<file path="src/design/npb_map.svh">
// register offsets, bit positions and bus constants of the parallel bus port
// assumes a 32-bit APB slave with a 12-bit byte address
`ifndef NPB_MAP_SVH
`define NPB_MAP_SVH
`define NPB_IDX_ELEMENT 5'h01
`define NPB_IDX_FINAL 5'h02
`define NPB_IDX_METRIC 5'h03
`define NPB_IDX_LABEL 5'h04
`define NPB_DATA_IDLE 16'hFFFF
`define NPB_UPDATE_EDGE 2'h3
`define NPB_OFS_NETSTAT 12'h000
`define NPB_OFS_RECSTAT 12'h004
`define NPB_OFS_CTRL 12'h008
`define NPB_OFS_CMD 12'h00C
`define NPB_OFS_RESULT 12'h010
`define NPB_BIT_AGREE 3
`define NPB_BIT_AMBIG 2
`define NPB_BIT_CHAIN_IN 0
`define NPB_BIT_CHAIN_OUT 1
`define NPB_BIT_BUSY 4
`define NPB_CTRL_BUS_OFF 0
`define NPB_CTRL_OVERRIDE 1
`define NPB_CMD_RW 24
`define NPB_SYNC_LAG 2'h2
`define NPB_PIN_IDLE 6'h38
`endif

</file>
<file path="src/design/npb_pkg.sv">
// types shared by the parallel bus port
// assumes npb_map.svh for all numeric constants
package npb_pkg;
   typedef struct packed {
      logic strobe;
      logic rw;
      logic [4:0] index;
      logic [15:0] data;
   } npb_bus_t;
   typedef enum logic [1:0] {
      M_IDLE,
      M_STROBE,
      M_WAIT
   } npb_mst_t;
endpackage : npb_pkg

</file>
<file path="src/design/npb_port.sv">
// parallel command bus port of a neuron chip, device side
// assumes data, ready and match pins are resolved as wired-AND outside; neuron core is on pclk
`timescale 1ns/10ps
`include "npb_map.svh"

module npb_port (
   // clock and reset
   input wire logic pclk,
   input wire logic presetn,
   // apb slave
   input wire logic [11:0] paddr,
   input wire logic psel,
   input wire logic penable,
   input wire logic pwrite,
   input wire logic [31:0] pwdata,
   output logic [31:0] prdata,
   output logic pready,
   output logic pslverr,
   // parallel bus pins
   input wire npb_pkg::npb_bus_t bus_in,
   output npb_pkg::npb_bus_t bus_out,
   output npb_pkg::npb_bus_t bus_oe,
   input wire logic ready_in,
   output logic ready_out,
   output logic ready_oe,
   input wire logic agreed_match_n_in,
   output logic agreed_match_n_out,
   output logic agreed_match_n_oe,
   input wire logic ambiguous_match_n_in,
   output logic ambiguous_match_n_out,
   output logic ambiguous_match_n_oe,
   // chip straps and chain
   input wire logic single_chip,
   input wire logic chain_in,
   output logic chain_out,
   output logic bus_occupied,
   // neuron core side
   output npb_pkg::npb_bus_t core_cmd,
   output logic core_cmd_valid,
   output logic neurons_active,
   input wire logic core_busy,
   input wire logic [15:0] core_rdata,
   input wire logic core_agree,
   input wire logic core_ambig,
   input wire logic core_novelty,
   input wire logic core_last_committed,
   input wire logic reco_active,
   input wire logic reco_final,
   input wire logic label_valid_pulse,
   input wire logic [15:0] live_class_label
);
   npb_pkg::npb_bus_t bus_m;
   npb_pkg::npb_bus_t bus_s;
   logic [5:0] pin_m;
   logic [5:0] pin_s;
   npb_pkg::npb_mst_t mst;
   npb_pkg::npb_mst_t next_mst;
   logic [24:0] cmd_reg;
   logic [15:0] result;
   logic [1:0] ctrl;
   logic [1:0] own_dly;
   logic [1:0] upd_cnt;
   logic [1:0] wait_cnt;
   logic [15:0] data_val;
   logic read_pend;
   logic mix_cmd;
   logic agree_drv;
   logic ambig_drv;
   logic novelty_drv;
   logic rdy_low;
   logic chain_out_q;

   // two-flop synchronisers for every pin read from outside
   always_ff @(posedge pclk or negedge presetn) begin
      if (!presetn) begin
         bus_m <= '0;
         bus_s <= '0;
         // idle pin levels, so no false agreement or low ready after reset
         pin_m <= `NPB_PIN_IDLE;
         pin_s <= `NPB_PIN_IDLE;
      end else begin
         bus_m <= bus_in;
         bus_s <= bus_m;
         pin_m <= {ready_in, agreed_match_n_in, ambiguous_match_n_in,
                   single_chip, chain_in, 1'b0};
         pin_s <= pin_m;
      end
   end

   wire ready_s = pin_s[5];
   wire agree_s = ~pin_s[4];
   wire ambig_s = ~pin_s[3];
   wire single_s = pin_s[2];
   wire chain_in_s = pin_s[1];
   wire bus_off = single_s | ctrl[`NPB_CTRL_BUS_OFF];
   wire occupied = (mst != npb_pkg::M_IDLE);

   // own commands reach the synced strobe two cycles after driving it
   wire own_seen = own_dly[1];
   // external strobes during own activity are dropped
   wire take = bus_s.strobe & ~bus_off & chain_in_s
               & (~occupied | own_seen);
   wire take_wr = take & ~bus_s.rw;
   wire take_rd = take & bus_s.rw;
   wire is_final = bus_s.index == `NPB_IDX_FINAL;
   wire is_elem = bus_s.index == `NPB_IDX_ELEMENT;
   wire is_label = bus_s.index == `NPB_IDX_LABEL;
   wire is_metric = bus_s.index == `NPB_IDX_METRIC;
   wire mix_now = (take_wr & (is_final | is_label))
                  | (take_rd & (is_metric | is_label));
   wire final_evt = (take_wr & is_final) | reco_final;
   wire elem_evt = take_wr & is_elem;
   wire override = ctrl[`NPB_CTRL_OVERRIDE] & reco_active;

   // command to the neuron core, one pulse per taken strobe cycle
   always_ff @(posedge pclk or negedge presetn) begin
      if (!presetn) begin
         core_cmd <= '0;
         core_cmd_valid <= 1'b0;
      end else begin
         core_cmd <= bus_s;
         core_cmd_valid <= take;
      end
   end

   // ready is pulled low in the cycle after a taken strobe and while the core works
   always_ff @(posedge pclk or negedge presetn) begin
      if (!presetn) begin
         rdy_low <= 1'b0;
      end else begin
         rdy_low <= take | core_busy;
      end
   end

   // read data and wired mixing of neuron responses
   always_ff @(posedge pclk or negedge presetn) begin
      if (!presetn) begin
         data_val <= `NPB_DATA_IDLE;
         read_pend <= 1'b0;
         mix_cmd <= 1'b0;
      end else begin
         if (take) begin
            read_pend <= take_rd;
            mix_cmd <= mix_now;
            data_val <= `NPB_DATA_IDLE;
         end else if (override & label_valid_pulse) begin
            data_val <= live_class_label;
         end else if (mix_cmd & core_busy) begin
            data_val <= core_rdata;
         end else if (read_pend & ~bus_s.strobe & ~core_busy) begin
            data_val <= core_rdata;
            read_pend <= 1'b0;
            mix_cmd <= 1'b0;
         end else if (~read_pend & ~override) begin
            data_val <= `NPB_DATA_IDLE;
            mix_cmd <= 1'b0;
         end
      end
   end

   // agreement and ambiguity update on the third edge of a final write
   always_ff @(posedge pclk or negedge presetn) begin
      if (!presetn) begin
         upd_cnt <= 2'h0;
         agree_drv <= 1'b0;
         ambig_drv <= 1'b0;
         novelty_drv <= 1'b0;
      end else begin
         if (final_evt) begin
            upd_cnt <= `NPB_UPDATE_EDGE;
         end else if (upd_cnt != 2'h0) begin
            upd_cnt <= upd_cnt - 2'h1;
         end
         if (upd_cnt == 2'h1) begin
            agree_drv <= core_agree;
            ambig_drv <= core_ambig;
         end else if (elem_evt) begin
            agree_drv <= 1'b0;
            ambig_drv <= 1'b0;
         end
         novelty_drv <= mix_cmd & ~read_pend & core_busy
                        & core_novelty;
      end
   end

   // chain-out latches high; forgetting neurons needs a reset
   always_ff @(posedge pclk or negedge presetn) begin
      if (!presetn) begin
         chain_out_q <= 1'b0;
      end else if (chain_in_s & core_last_committed) begin
         chain_out_q <= 1'b1;
      end
   end

   // own master, driven from the command register
   wire cmd_wr = psel & penable & pwrite & (paddr == `NPB_OFS_CMD);
   always_comb begin
      next_mst = mst;
      case (mst)
         npb_pkg::M_IDLE: begin
            if (cmd_wr & ~bus_off & ready_s) begin
               next_mst = npb_pkg::M_STROBE;
            end
         end
         npb_pkg::M_STROBE: begin
            next_mst = npb_pkg::M_WAIT;
         end
         npb_pkg::M_WAIT: begin
            if (wait_cnt == 2'h0 & ready_s & ~read_pend) begin
               next_mst = npb_pkg::M_IDLE;
            end
         end
         default: begin
            next_mst = npb_pkg::M_IDLE;
         end
      endcase
   end

   // wait covers the sync lag so the old ready level is not trusted
   always_ff @(posedge pclk or negedge presetn) begin
      if (!presetn) begin
         mst <= npb_pkg::M_IDLE;
         wait_cnt <= 2'h0;
         own_dly <= 2'h0;
         result <= `NPB_DATA_IDLE;
      end else begin
         mst <= next_mst;
         own_dly <= {own_dly[0], mst == npb_pkg::M_STROBE};
         if (mst == npb_pkg::M_STROBE) begin
            wait_cnt <= `NPB_SYNC_LAG + 2'h1;
         end else if (wait_cnt != 2'h0) begin
            wait_cnt <= wait_cnt - 2'h1;
         end
         if (mst == npb_pkg::M_WAIT & next_mst == npb_pkg::M_IDLE) begin
            result <= bus_s.data;
         end
      end
   end

   // apb registers
   always_ff @(posedge pclk or negedge presetn) begin
      if (!presetn) begin
         ctrl <= 2'h0;
         cmd_reg <= '0;
      end else if (psel & penable & pwrite) begin
         if (paddr == `NPB_OFS_CTRL) begin
            ctrl <= pwdata[1:0];
         end
         if (cmd_wr & ~occupied) begin
            cmd_reg <= pwdata[24:0];
         end
      end
   end

   wire [31:0] stat_word = {27'h0, occupied, agree_s, ambig_s,
                            chain_out_q, chain_in_s};
   wire hit_stat = (paddr == `NPB_OFS_NETSTAT)
                   | (paddr == `NPB_OFS_RECSTAT);
   wire hit_ctrl = paddr == `NPB_OFS_CTRL;
   wire hit_cmd = paddr == `NPB_OFS_CMD;
   wire hit_res = paddr == `NPB_OFS_RESULT;
   wire hit_any = hit_stat | hit_ctrl | hit_cmd | hit_res;
   assign pready = 1'b1;
   assign pslverr = psel & penable & ~hit_any;
   assign prdata = hit_stat ? stat_word :
                   hit_ctrl ? {30'h0, ctrl} :
                   hit_cmd ? {7'h0, cmd_reg} :
                   hit_res ? {16'h0, result} : 32'h0;

   // pin drive, strobe and command lines only from own master
   wire drv_cmd = (mst == npb_pkg::M_STROBE) & ~bus_off;
   assign bus_out.strobe = 1'b1;
   assign bus_out.rw = cmd_reg[`NPB_CMD_RW];
   assign bus_out.index = cmd_reg[20:16];
   assign bus_out.data = cmd_reg[15:0];
   // released one cycle after strobe so others can drive next edge
   assign bus_oe.strobe = drv_cmd;
   assign bus_oe.rw = drv_cmd;
   assign bus_oe.index = {5{drv_cmd}};
   // only zero bits of the command or read value are enabled; driven levels always come from cmd_reg
   assign bus_oe.data = bus_off ? 16'h0 :
                        drv_cmd ? ~cmd_reg[15:0] : ~data_val;
   assign ready_out = 1'b0;
   assign ready_oe = rdy_low;
   assign agreed_match_n_out = 1'b0;
   assign agreed_match_n_oe = agree_drv;
   assign ambiguous_match_n_out = 1'b0;
   // ambiguity is only ever pulled by this chip's neurons
   assign ambiguous_match_n_oe = ambig_drv | novelty_drv;
   assign chain_out = chain_out_q;
   assign bus_occupied = occupied;
   assign neurons_active = chain_in_s;
endmodule : npb_port

</file>
<file path="config.mk">
export PLATFORM = sky130hd
export DESIGN_NAME = npb_port
export DESIGN_NICKNAME = d
export VERILOG_FILES = /design/src/design/npb_pkg.sv /design/src/design/npb_port.sv
export VERILOG_INCLUDE_DIRS = /design/src /design/src/design
export SDC_FILE = /design/constraint.sdc
export NUM_CORES = 1
export LEC_CHECK = 0
export ABC_AREA = 1
export BUFFER_PORTS_ARGS = -buffer_cell sky130_fd_sc_hd__clkbuf_2
export CORE_MARGIN = 5
export CORE_UTILIZATION = 29
export CTS_CLUSTER_DIAMETER = 30
export DETAILED_ROUTE_END_ITERATION = 10
export PLACE_DENSITY = 0.58
export SETUP_SLACK_MARGIN = 0.4
export SKIP_LAST_GASP = 1
export SLEW_MARGIN = 20
export SYNTH_ARGS = -nofsm -noshare
export SYNTH_HDL_FRONTEND = slang
export SYNTH_SLANG_ARGS = --single-unit
</file>
<file path="constraint.sdc">
create_clock -name pclk -period 1.55 [get_ports pclk]
set_input_delay 0.31 -clock pclk [delete_from_list [all_inputs] [get_ports pclk]]
set_output_delay 0.31 -clock pclk [all_outputs]
set_load 0.01 [all_outputs]
</file>
# After elaboration in Yosys (flattened, before gate mapping)
# Index checks and enable logic that the tools add are counted.
dict set report word_totals {
  reg_bits 154
  input_bits 117
}
dict set report op_classes {
  bitwise 54
  muxes 30
  addsub 2
  n_eq_ne 13
  reduce_logical 17
}
# op count
set ops {}
lappend ops {{16-bit two-way mux} 8}
lappend ops {{25-bit two-way mux} 3}
lappend ops {{16-bit inverter} 2}
lappend ops {{1-bit AND} 30}
lappend ops {{12-bit by 4-bit equality test with 1-bit output (second input constant)} 2}
lappend ops {{2-bit nonzero test} 7}
lappend ops {{12-bit by 3-bit equality test with 1-bit output (second input constant)} 1}
lappend ops {{12-bit by 5-bit equality test with 1-bit output (second input constant)} 1}
lappend ops {{12-bit logical NOT} 1}
lappend ops {{1-bit two-way mux} 12}
lappend ops {{2-bit two-way mux} 6}
lappend ops {{1-bit OR} 12}
lappend ops {{5-bit by 2-bit equality test with 1-bit output (second input constant)} 2}
lappend ops {{1-bit inverter} 10}
lappend ops {{2-bit logical NOT} 3}
lappend ops {{2-bit one-hot mux with 3 select lines} 1}
lappend ops {{3-bit AND reduction} 2}
lappend ops {{5-bit by 1-bit equality test with 1-bit output (second input constant)} 1}
lappend ops {{5-bit by 3-bit equality test with 1-bit output (second input constant)} 1}
lappend ops {{5-bit nonzero test} 1}
lappend ops {{2-bit by 1-bit equality test with 1-bit output (second input constant)} 2}
lappend ops {{2-bit != test (second input constant)} 2}
lappend ops {{2-bit AND reduction} 2}
lappend ops {{2-bit by 1-bit subtractor with 2-bit output (second input constant)} 2}
lappend ops {{other kinds (2)} 2}

# Depth between registers and ports, before layout
# Gate-level depths: netlist of the first run.
dict set report depth {
  depth_word 9
  depth_mapped 10
}

# Worst setup path after synthesis of the first run
# OpenSTA, ideal clock, no wires.
dict set report synth_path {
  path_kind {register to output}
  startpoint {reg mst[0]}
  endpoint {out bus_oe[0] (netlist name)}
  arrival_time_ns 1.210
  stages_incl_launch_ff 6
  path_slack_ns 0.030
  n_path_buf 0
  cell_sequence {dfrtp_1 inv_2 nor2_4 nand2_1 clkinv_1 a21oi_1}
}
# item line_no
set synth_lines {}
lappend synth_lines {{start, declared} npb_port.sv:56} ;# npb_pkg::npb_mst_t mst;
lappend synth_lines {{start signal, assigned} npb_port.sv:222} ;# mst <= npb_pkg::M_IDLE;
lappend synth_lines {{start signal, assigned} npb_port.sv:227} ;# mst <= next_mst;
lappend synth_lines {{end, declared} npb_port.sv:22} ;# output npb_pkg::npb_bus_t bus_oe,

==> results.md, run 1 <==
- Result of the run: finished with violations
- Failing checks: setup timing
- Endpoint arrival time on the critical path: 1.69 ns
- Area contributors post-synth: dfrtp_1 (44%), dfstp_2 (15%), nand2_1 (11%), buf_4 (5.3%), nand3_1 (5.0%)
- Number of synthesized flops with an enable pin: 0
- Worst setup slack after placement: -0.201 ns
- Top Ports: 230
- CP delay by family, top: buffers and inverters
- Starting DRT DRC Count: 366
- Clock latency on the worst-skew pair: 0.42 ns
- Critical path, cell by cell: inv_2 > nor2_4 > buf_6 > nand2_8 > nor2_4 > buf_6 > a211oi_4 > buf_6
- Gate Count Post-Synth: 722
- Routed Wire Length: 22.5 mm
- Post-synthesis area per instance: 9.21 um^2
- Setup repair after global routing missed its margin: true
- Launching element type of the critical path: register
- Total number of H-tree levels: 4
- Die outline area: 0.0260 mm^2
- Highest routed layer: met5
- Total non-filler cell area in the finished layout: 0.0113 mm^2
- Library cell occupying the most area in the post-synthesis netlist: dfrtp_1
- Max-Cap Viols: 0
- Power per unit of standard cell area: 863 mW/mm^2
- Via density: 4.41
- Max VDD drop: 0.000645 V
- Number of max-slew violations in the final report: 0
- Number of antenna violations at the first check in global routing: 2
- Placed instance count: 1216
- Starting density of the core: 0.294
- Asr flop ratio synth: 1.00
- Die extent in y: 161 um
- Final hold viol count: 0
- TritonCTS buffer count: 17
- Largest fanout on the critical path: 4
- Wire length of the first global-routing pass: 34.0 mm
- Area fraction of the dominant cell type after synthesis: 0.437
- Clock Sinks: 154
- I/O Buffers: 210
- Largest net degree at the start of global routing: 42
- Syn Std Cell Area: 0.00665 mm^2
- Vias post-DR: 5969
- Share of the yosys chip area belonging to registers: 0.587
- List of most frequent post-synthesis cells: nand2_1 (191), dfrtp_1 (116), inv_1 (73)
- Warning count from the yosys run: 0
- Master of the slowest instance on the critical path: dfrtp_1
- Rows: 55
- Total buffers and inverters traversed by the critical path: 4
- CTS root buffer: clkbuf_16
- Post-route DRC violation count: 0
- Crit path required time: 1.24 ns
- Ratio of cells with drive above 1 in the final layout: 0.584
- Top flip-flop cell by instance count after synthesis: dfrtp_1
- Met1 wire length: 9.38 mm
- Post-DP Area: 0.00838 mm^2
- Hold/Removal Path Class: primary input to register
- First-pass iteration count of the detailed router: 6
- Power after layout: 9.75 mW
- Minimum setup slack in the final design: -0.447 ns
- Routed length on met2: 11.4 mm
- Leakage Power: 5.48 nW
- Category of the worst setup path capture point: primary output
- HPWL after detailed placement: 14.5 mm
- Area growth syn-to-layout: 70.0%
- Post-detailed-route wirelength per cell: 16.6 um
- Top-count cell post-synth: nand2_1
- Final weighted congestion of routability-driven global placement: 0.784
- X dimension of the die: 161 um
- Achievable clock frequency: 501 MHz
- Worst Clk Skew: 0.00806 ns
- Largest register FFs: 25
- Final worst path period need: 2.00 ns
- Final count of negative-setup-slack endpoints: 79
- Core area: 0.0226 mm^2
- Setup TNS: -13.95 ns
- Critical path type: register to primary output
- Vias in the first global route: 6085
- Number of nets with antenna violations after detailed routing: 0
- Final standard cell count with taps included and fillers excluded: 1353
- TritonCTS clock tree: done
- Global-route usage over all layers: 0.168
- NumNets Final: 1174
- Sum of met3 wire segment lengths after detailed routing: 1.24 mm
- Final period utilization: 1.29
- Delay contributed by the slowest stage of the critical path: 0.40 ns
- Maximum clock insertion buffer count: 2
- Cell repeated most along the worst path: buf_6
- Flop and latch count out of synthesis: 154
- Clock-pin transition on the worst setup and hold timing paths: 0.07 ns
- Distinct cell type count after synthesis: 36
- Remaining Overflow, GRT: 0
## cell usage in the layout (no fill, tap or decap), types with 29 or more instances in the layout
| cell | count |
|---|---|
| nand2_1 | 117 |
| inv_1 | 67 |
| buf_4 | 61 |
| dfrtp_1 | 109 |
| nand2_2 | 43 |
| dfstp_2 | 38 |
| buf_6 | 61 |
| nand2_4 | 34 |
| clkbuf_2 | 156 |
| nand3_1 | 47 |
| dlygate4sd3_1 | 29 |
## timing repair
item / CTS / global route
cloned: 16 / 0
pin swaps: 23 / 63
hold buffers: 29 / 0
endpoints found under the setup margin: 167 / 173
endpoints found under the hold margin: 56 / 0
buffers inserted: 36 / 23
resized for setup: 159 / 228
## logic make-up after synthesis
family                   count (synthesis)  synth area share
adder cells (fa/ha/maj)                  3           0.00565
other                                    2           0.00113
XOR/XNOR                                 1           0.00132
AND/OR/NAND/NOR                        349             0.235
flip-flops                             154             0.587
AO/OA/AOI/OAI                           68            0.0546
buffers and inverters                  145             0.115
## final timing paths
kind / end / start / depth (start not counted) / slack (ns)
min in group asynchronous: pin_s[2] / presetn / 2 / 0.41
worst min-delay path: chain_out / core_last_committed / 2 / 0.10
worst max register to register: cmd_reg[1] / mst[0] / 11 / -0.07
worst max-delay path: bus_oe[14] / mst[0] / 8 / -0.45
worst min register to register: own_dly[1] / own_dly[0] / 0 / 0.34
max in group asynchronous: result[12] / presetn / 3 / 0.51
## worst reg2reg max path, cell delays in order (launching register included)
cell and delay (ns):
dfrtp_1 0.40, inv_2 0.09, buf_4 0.11, buf_6 0.12, nand2_8 0.07, buf_6 0.13, nor2_4 0.10, buf_12 0.15
buf_12 0.13, nand2_8 0.09, nand2_2 0.08, nand2_1 0.04
## report_power, final
part / switching [mW] / internal [mW]
Combinational: 0.619 / 0.676
Sequential: 0.147 / 4.28
Clock: 1.90 / 2.12
## layer usage
layer / up-vias / global-route usage
li1: 2915 / -
met1: 2852 / 0.214
met2: 171 / 0.285
met3: 29 / 0.0398
met4: 2 / 0.0485
met5: - / 0
## layout make-up
type | count | area (um^2)
diodes | 1 | 2.50
clock buffers | 18 | 429
clock inverters | 14 | 130
fillers | 2069 | 11300
inverters | 81 | 342
multi-input cells | 440 | 3180
flip-flops and latches | 154 | 3910
well taps | 285 | 357
repair buffers | 359 | 2940
repair inverters | 1 | 7.51
## metrics by stage
step / hold WS (ns) / utilization
2_1_floorplan: 0.0144 / -
3_3_place_gp: 0.272 / 0.371
3_5_place_dp: 0.269 / 0.371
4_1_cts: 0.0899 / 0.460
5_1_grt: 0.0856 / 0.501
6_report: 0.105 / 0.501
(Power assumes the default switching activity.)
==> inputs of run 2 (changes only) <==
Settings changed: CELL_PAD_IN_SITES_DETAIL_PLACEMENT set to 1, CELL_PAD_IN_SITES_GLOBAL_PLACEMENT set to 2, PLACE_DENSITY 0.58 to 0.86.
==> results.md, run 2 (same netlist as run 1, synthesis figures left out) <==
- Die outline area: 0.0260 mm^2 (unchanged)
- Minimum setup slack in the final design: -0.372 ns (was -0.447 ns)
- TritonCTS buffer count: 17 (unchanged)
- Starting DRT DRC Count: 198 (was 366)
- Placed instance count: 1215 (was 1216)
- CTS root buffer: clkbuf_16 (unchanged)
- Final core utilization: 0.488 (was 0.501)
- Post-detailed-route wirelength per cell: 18.2 um (was 16.6 um)
- Final hold viol count: 0 (unchanged)
- Rows: 55 (unchanged)
- Endpoint arrival time on the critical path: 1.61 ns (was 1.69 ns)
- Post-route DRC violation count: 0 (unchanged)
- Number of antenna violations at the first check in global routing: 1 (was 2)
- Maximum clock insertion buffer count: 2 (unchanged)
- Diodes inserted: 0 (was 1)
- Critical path, cell by cell: nor2_4 > inv_4 > buf_4 > a21oi_1 > clkbuf_2 (was inv_2 > nor2_4 > buf_6 > nand2_8 > nor2_4 > buf_6 > a211oi_4 > buf_6)
- Clock latency on the worst-skew pair: 0.43 ns (was 0.42 ns)
- Top Ports: 230 (unchanged)
- Failing checks: setup timing (unchanged)
- Result of the run: finished with violations (unchanged)
- Master of the slowest instance on the critical path: dfrtp_1 (unchanged)
- Clock Sinks: 154 (unchanged)
- Vias in the first global route: 6590 (was 6085)
- Most frequent cells in the layout: clkbuf_2 (156), nand2_1 (127), dfrtp_1 (109) (was clkbuf_2 (156), nand2_1 (117), dfrtp_1 (109))
- Area growth syn-to-layout: 65.8% (was 70.0%)
- Starting density of the core: 0.294 (unchanged)
- Wire length of the first global-routing pass: 36.8 mm (was 34.0 mm)
- Max-Cap Viols: 0 (unchanged)
- Core area: 0.0226 mm^2 (unchanged)
- Ratio of cells with drive above 1 in the final layout: 0.552 (was 0.584)
- Largest register FFs: 25 (unchanged)
- Commonest non-fill, non-tap cell in the layout: clkbuf_2 (unchanged)
- Crit path required time: 1.24 ns (about the same)
- Launching element type of the critical path: register (unchanged)
- Remaining Overflow, GRT: 0 (unchanged)
- Power per unit of standard cell area: 889 mW/mm^2 (was 863 mW/mm^2)
- Number of cells traversed by the worst hold path: 3 (was 2)
- Vias post-DR: 5945 (was 5969)
- Achievable clock frequency: 520 MHz (was 501 MHz)
- Max VDD drop: 0.000683 V (was 0.000645 V)
- Global-route usage over all layers: 0.182 (was 0.168)
- Number of max-slew violations in the final report: 0 (unchanged)
- Final standard cell count with taps included and fillers excluded: 1336 (was 1353)
- Leakage Power: 5.34 nW (was 5.48 nW)
- Final period utilization: 1.24 (was 1.29)
- Final weighted congestion of routability-driven global placement: 0.771 (was 0.784)
- I/O Buffers: 210 (unchanged)
- Final count of negative-setup-slack endpoints: 98 (was 79)
- Critical path type: register to primary output (unchanged)
- Final worst path period need: 1.92 ns (was 2.00 ns)
- Hold/Removal Path Class: primary input to register (unchanged)
- Setup repair after global routing missed its margin: true (unchanged)
- Category of the worst setup path capture point: primary output (unchanged)
- First-pass iteration count of the detailed router: 4 (was 6)
- Clock-pin transition on the worst setup and hold timing paths: 0.08 ns (was 0.07 ns)
- Number of nets with antenna violations after detailed routing: 0 (unchanged)
- HPWL after detailed placement: 15.8 mm (was 14.5 mm)
- Largest net degree at the start of global routing: 42 (unchanged)
- Depth of the worst register-to-register path: 12 (was 11)
- Routed Wire Length: 24.3 mm (was 22.5 mm)
- Largest fanout on the critical path: 15 (was 4)
- Worst setup slack after placement: -0.205 ns (was -0.201 ns)
- Total number of H-tree levels: 4 (unchanged)
- X dimension of the die: 161 um (unchanged)
- Via density: 4.45 (was 4.41)
- Worst Clk Skew: 0.0110 ns (was 0.00806 ns)
- Delay contributed by the slowest stage of the critical path: 0.41 ns (was 0.40 ns)
- TritonCTS clock tree: done (unchanged)
- Die extent in y: 161 um (unchanged)
- NumNets Final: 1158 (was 1174)
run 2: layout make-up:
type / count / area (um^2)
timing repair buffer: 345 / 2830
fill: 2541 / 11600
multi-input combinational: 439 / 3010
clock buffer: 18 / 439
sequential: 154 / 3910
tap: 285 / 357
inverter: 81 / 329
clock inverter: 14 / 143
run 2: per-stage QoR:
stage | hold slack (ns) | instance area (um^2) | TNS [ns] | power (mW)
floorplan | 0.0144 | 7000 | 0 | 4.87
detailed placement | 0.245 | 8390 | -6.70 | 5.31
global route | 0.0920 | 11000 | -21.60 | 10.2
CTS | 0.0849 | 10300 | -15.70 | 9.75
finish | 0.102 | 11000 | -15.56 | 9.80
global placement | 0.246 | 8390 | -5.80 | 5.26
run 2: repair_timing:
item / in CTS / in global routing
hold buffers: 29 / 0
cloned: 12 / 2
hold endpoints to repair: 34 / 0
setup buffers: 31 / 15
gates resized for setup: 157 / 163
setup endpoints to repair: 167 / 167
pin swaps: 30 / 28
run 2: worst paths after layout:
path	startpoint	to	slack, ns
min reg2reg	bus_m[22]	bus_s[22]	0.35
min	pwdata[19]	cmd_reg[19]	0.10
max	mst[1]	bus_oe[9]	-0.37
min in group asynchronous	presetn	bus_m[15]	0.36
max in group asynchronous	presetn	pin_s[5]	0.54
max reg2reg	mst[1]	data_val[1]	-0.17
run 2: metal layers:
metal	vias up	GRT usage	wire, um
li1	2863	-	-
met1	2888	0.213	9610
met2	167	0.333	13000
met3	25	0.0472	1350
met4	2	0.0454	324
met5	-	0	13
run 2: critical path, delay by kind of cell, from the launching register on:
kind / cells / cell delay [ns]
buf+inv: 3 / 0.44
flops: 1 / 0.41
simple gates: 1 / 0.19
compound gates: 1 / 0.14
run 2: report_power, final:
group          total [mW]  switching, mW  internal, mW
registers            4.43          0.149          4.28
clock network        4.16           1.96          2.20
logic                1.21          0.596         0.611
==> inputs of run 3 (changes only) <==
Settings changed: BUFFER_PORTS_ARGS -buffer_cell sky130_fd_sc_hd__clkbuf_2 to -buffer_cell sky130_fd_sc_hd__buf_4.
==> results.md, run 3 (same netlist as run 1, synthesis figures left out) <==
- Worst Clk Skew: 0.0148 ns (was 0.0110 ns)
- Via density: 4.52 (was 4.45)
- TritonCTS buffer count: 17 (unchanged)
- Vias in the first global route: 6598 (was 6590)
- Wire length of the first global-routing pass: 37.8 mm (was 36.8 mm)
- Die outline area: 0.0260 mm^2 (unchanged)
- Starting DRT DRC Count: 196 (was 198)
- Depth of the worst register-to-register path: 12 (unchanged)
- Ratio of cells with drive above 1 in the final layout: 0.570 (was 0.552)
- NumNets Final: 1150 (was 1158)
- Result of the run: finished with violations (unchanged)
- Post-detailed-route wirelength per cell: 18.5 um (was 18.2 um)
- Routed Wire Length: 24.6 mm (was 24.3 mm)
- Area growth syn-to-layout: 74.1% (was 65.8%)
- Starting density of the core: 0.294 (unchanged)
- Met1 Resource Use GR: 0.220 (was 0.213)
- Total non-filler cell area in the finished layout: 0.0116 mm^2 (was 0.0110 mm^2)
- Endpoint arrival time on the critical path: 1.62 ns (was 1.61 ns)
- Critical path type: register to primary output (unchanged)
- Global-route met3 utilization: 0.0513 (was 0.0472)
- Commonest non-fill, non-tap cell in the layout: buf_4 (was clkbuf_2)
- Maximum clock insertion buffer count: 2 (unchanged)
- Top Ports: 230 (unchanged)
- Hold Worst Slack: 0.102 ns (about the same)
- Minimum setup slack in the final design: -0.383 ns (was -0.372 ns)
- Global-route usage over all layers: 0.187 (was 0.182)
- Largest register FFs: 25 (unchanged)
- Setup repair after global routing missed its margin: true (unchanged)
- Remaining Overflow, GRT: 0 (unchanged)
- Number of nets with antenna violations after detailed routing: 0 (unchanged)
- Clock-pin transition on the worst setup and hold timing paths: 0.06 ns (was 0.08 ns)
- Final worst path period need: 1.93 ns (was 1.92 ns)
- Number of antenna violations at the first check in global routing: 0 (was 1)
- CTS root buffer: clkbuf_16 (unchanged)
- X dimension of the die: 161 um (unchanged)
- Grt peak-use layer: met2 (unchanged)
- Setup TNS: -15.41 ns (was -15.56 ns)
- Most frequent cells in the layout: buf_4 (196), nand2_1 (113), dfrtp_1 (110) (was clkbuf_2 (156), nand2_1 (127), dfrtp_1 (109))
- Leakage Power: 5.51 nW (was 5.34 nW)
- Post-DP Area: 0.00887 mm^2 (was 0.00839 mm^2)
- Launching element type of the critical path: register (unchanged)
- TritonCTS clock tree: done (unchanged)
- Die extent in y: 161 um (unchanged)
- Diodes inserted: 0 (unchanged)
- Largest net degree at the start of global routing: 53 (was 42)
- Failing checks: setup timing (unchanged)
- Final standard cell count with taps included and fillers excluded: 1328 (was 1336)
- Post-route DRC violation count: 0 (unchanged)
- Final core utilization: 0.513 (was 0.488)
- Number of max-slew violations in the final report: 0 (unchanged)
- Achievable clock frequency: 517 MHz (was 520 MHz)
- Clock latency on the worst-skew pair: 0.43 ns (about the same)
- Max VDD drop: 0.000694 V (was 0.000683 V)
- Core area: 0.0226 mm^2 (unchanged)
- Crit path required time: 1.24 ns (about the same)
- Category of the worst setup path capture point: primary output (unchanged)
- First-pass iteration count of the detailed router: 4 (unchanged)
- Power per unit of standard cell area: 896 mW/mm^2 (was 889 mW/mm^2)
- Clock Sinks: 154 (unchanged)
- Max-Cap Viols: 0 (unchanged)
- Final weighted congestion of routability-driven global placement: 0.761 (was 0.771)
- HPWL after detailed placement: 16.0 mm (was 15.8 mm)
- I/O Buffers: 210 (unchanged)
- Number of cells traversed by the worst hold path: 2 (was 3)
- Rows: 55 (unchanged)
- Largest fanout on the critical path: 16 (was 15)
- Placed instance count: 1211 (was 1215)
- Final period utilization: 1.25 (was 1.24)
- Final count of negative-setup-slack endpoints: 95 (was 98)
- Hold/Removal Path Class: primary input to register (unchanged)
- Final hold viol count: 0 (unchanged)
- Total number of H-tree levels: 4 (unchanged)
- Vias post-DR: 6001 (was 5945)
- Met2 layer usage reported by global route: 0.340 (was 0.333)
-- run 3: layer usage --
layer	routed length, um	up-vias
met1	9740	2975
met4	299	0
met3	1260	18
met5	0	-
met2	13300	151
li1	-	2857
-- run 3: repair_timing --
| action | in CTS | in global routing |
|---|---|---|
| gates resized for setup | 251 | 82 |
| pin swaps | 40 | 26 |
| hold buffers | 29 | 0 |
| setup endpoints to repair | 166 | 171 |
| cloned | 11 | 0 |
| endpoints found under the hold margin | 42 | 0 |
| setup buffers | 34 | 11 |
-- run 3: metrics by stage --
step	total power [mW]	setup WS (ns)
2_1_floorplan	4.87	0.133
5_1_grt	10.8	-0.469
6_report	10.4	-0.383
3_3_place_gp	5.36	-0.192
4_1_cts	10.3	-0.395
3_5_place_dp	5.42	-0.230
-- run 3: worst paths after layout --
check                                     from           to  slack [ns]
setup reg to reg                        mst[1]  data_val[1]       -0.17
min in group asynchronous              presetn  cmd_reg[15]        0.33
setup / recovery                        mst[1]   bus_oe[13]       -0.38
hold reg to reg                      bus_m[16]    bus_s[16]        0.34
max in group asynchronous              presetn     pin_m[5]        0.60
hold / removal             core_last_committed    chain_out        0.10
-- run 3: report_power, final --
part	switching [mW]	internal (mW)
logic	0.620	0.712
registers	0.156	4.28
clock network	1.97	2.63
total	2.75	7.62
-- run 3: worst max-delay path: stages, from the launching register on --
cell,delay [ns]
dfrtp_1,0.41
nor2_4,0.24
inv_6,0.12
buf_4,0.17
a21oi_4,0.12
buf_4,0.13
-- run 3: layout make-up --
class                   count  area, um^2
well taps                 285         357
clock buffers              18         429
inverters                  81         349
fillers                  2434       11000
repair buffers            337        3230
clock inverters            14         204
flip-flops and latches    154        3910
multi-input cells         439        3090
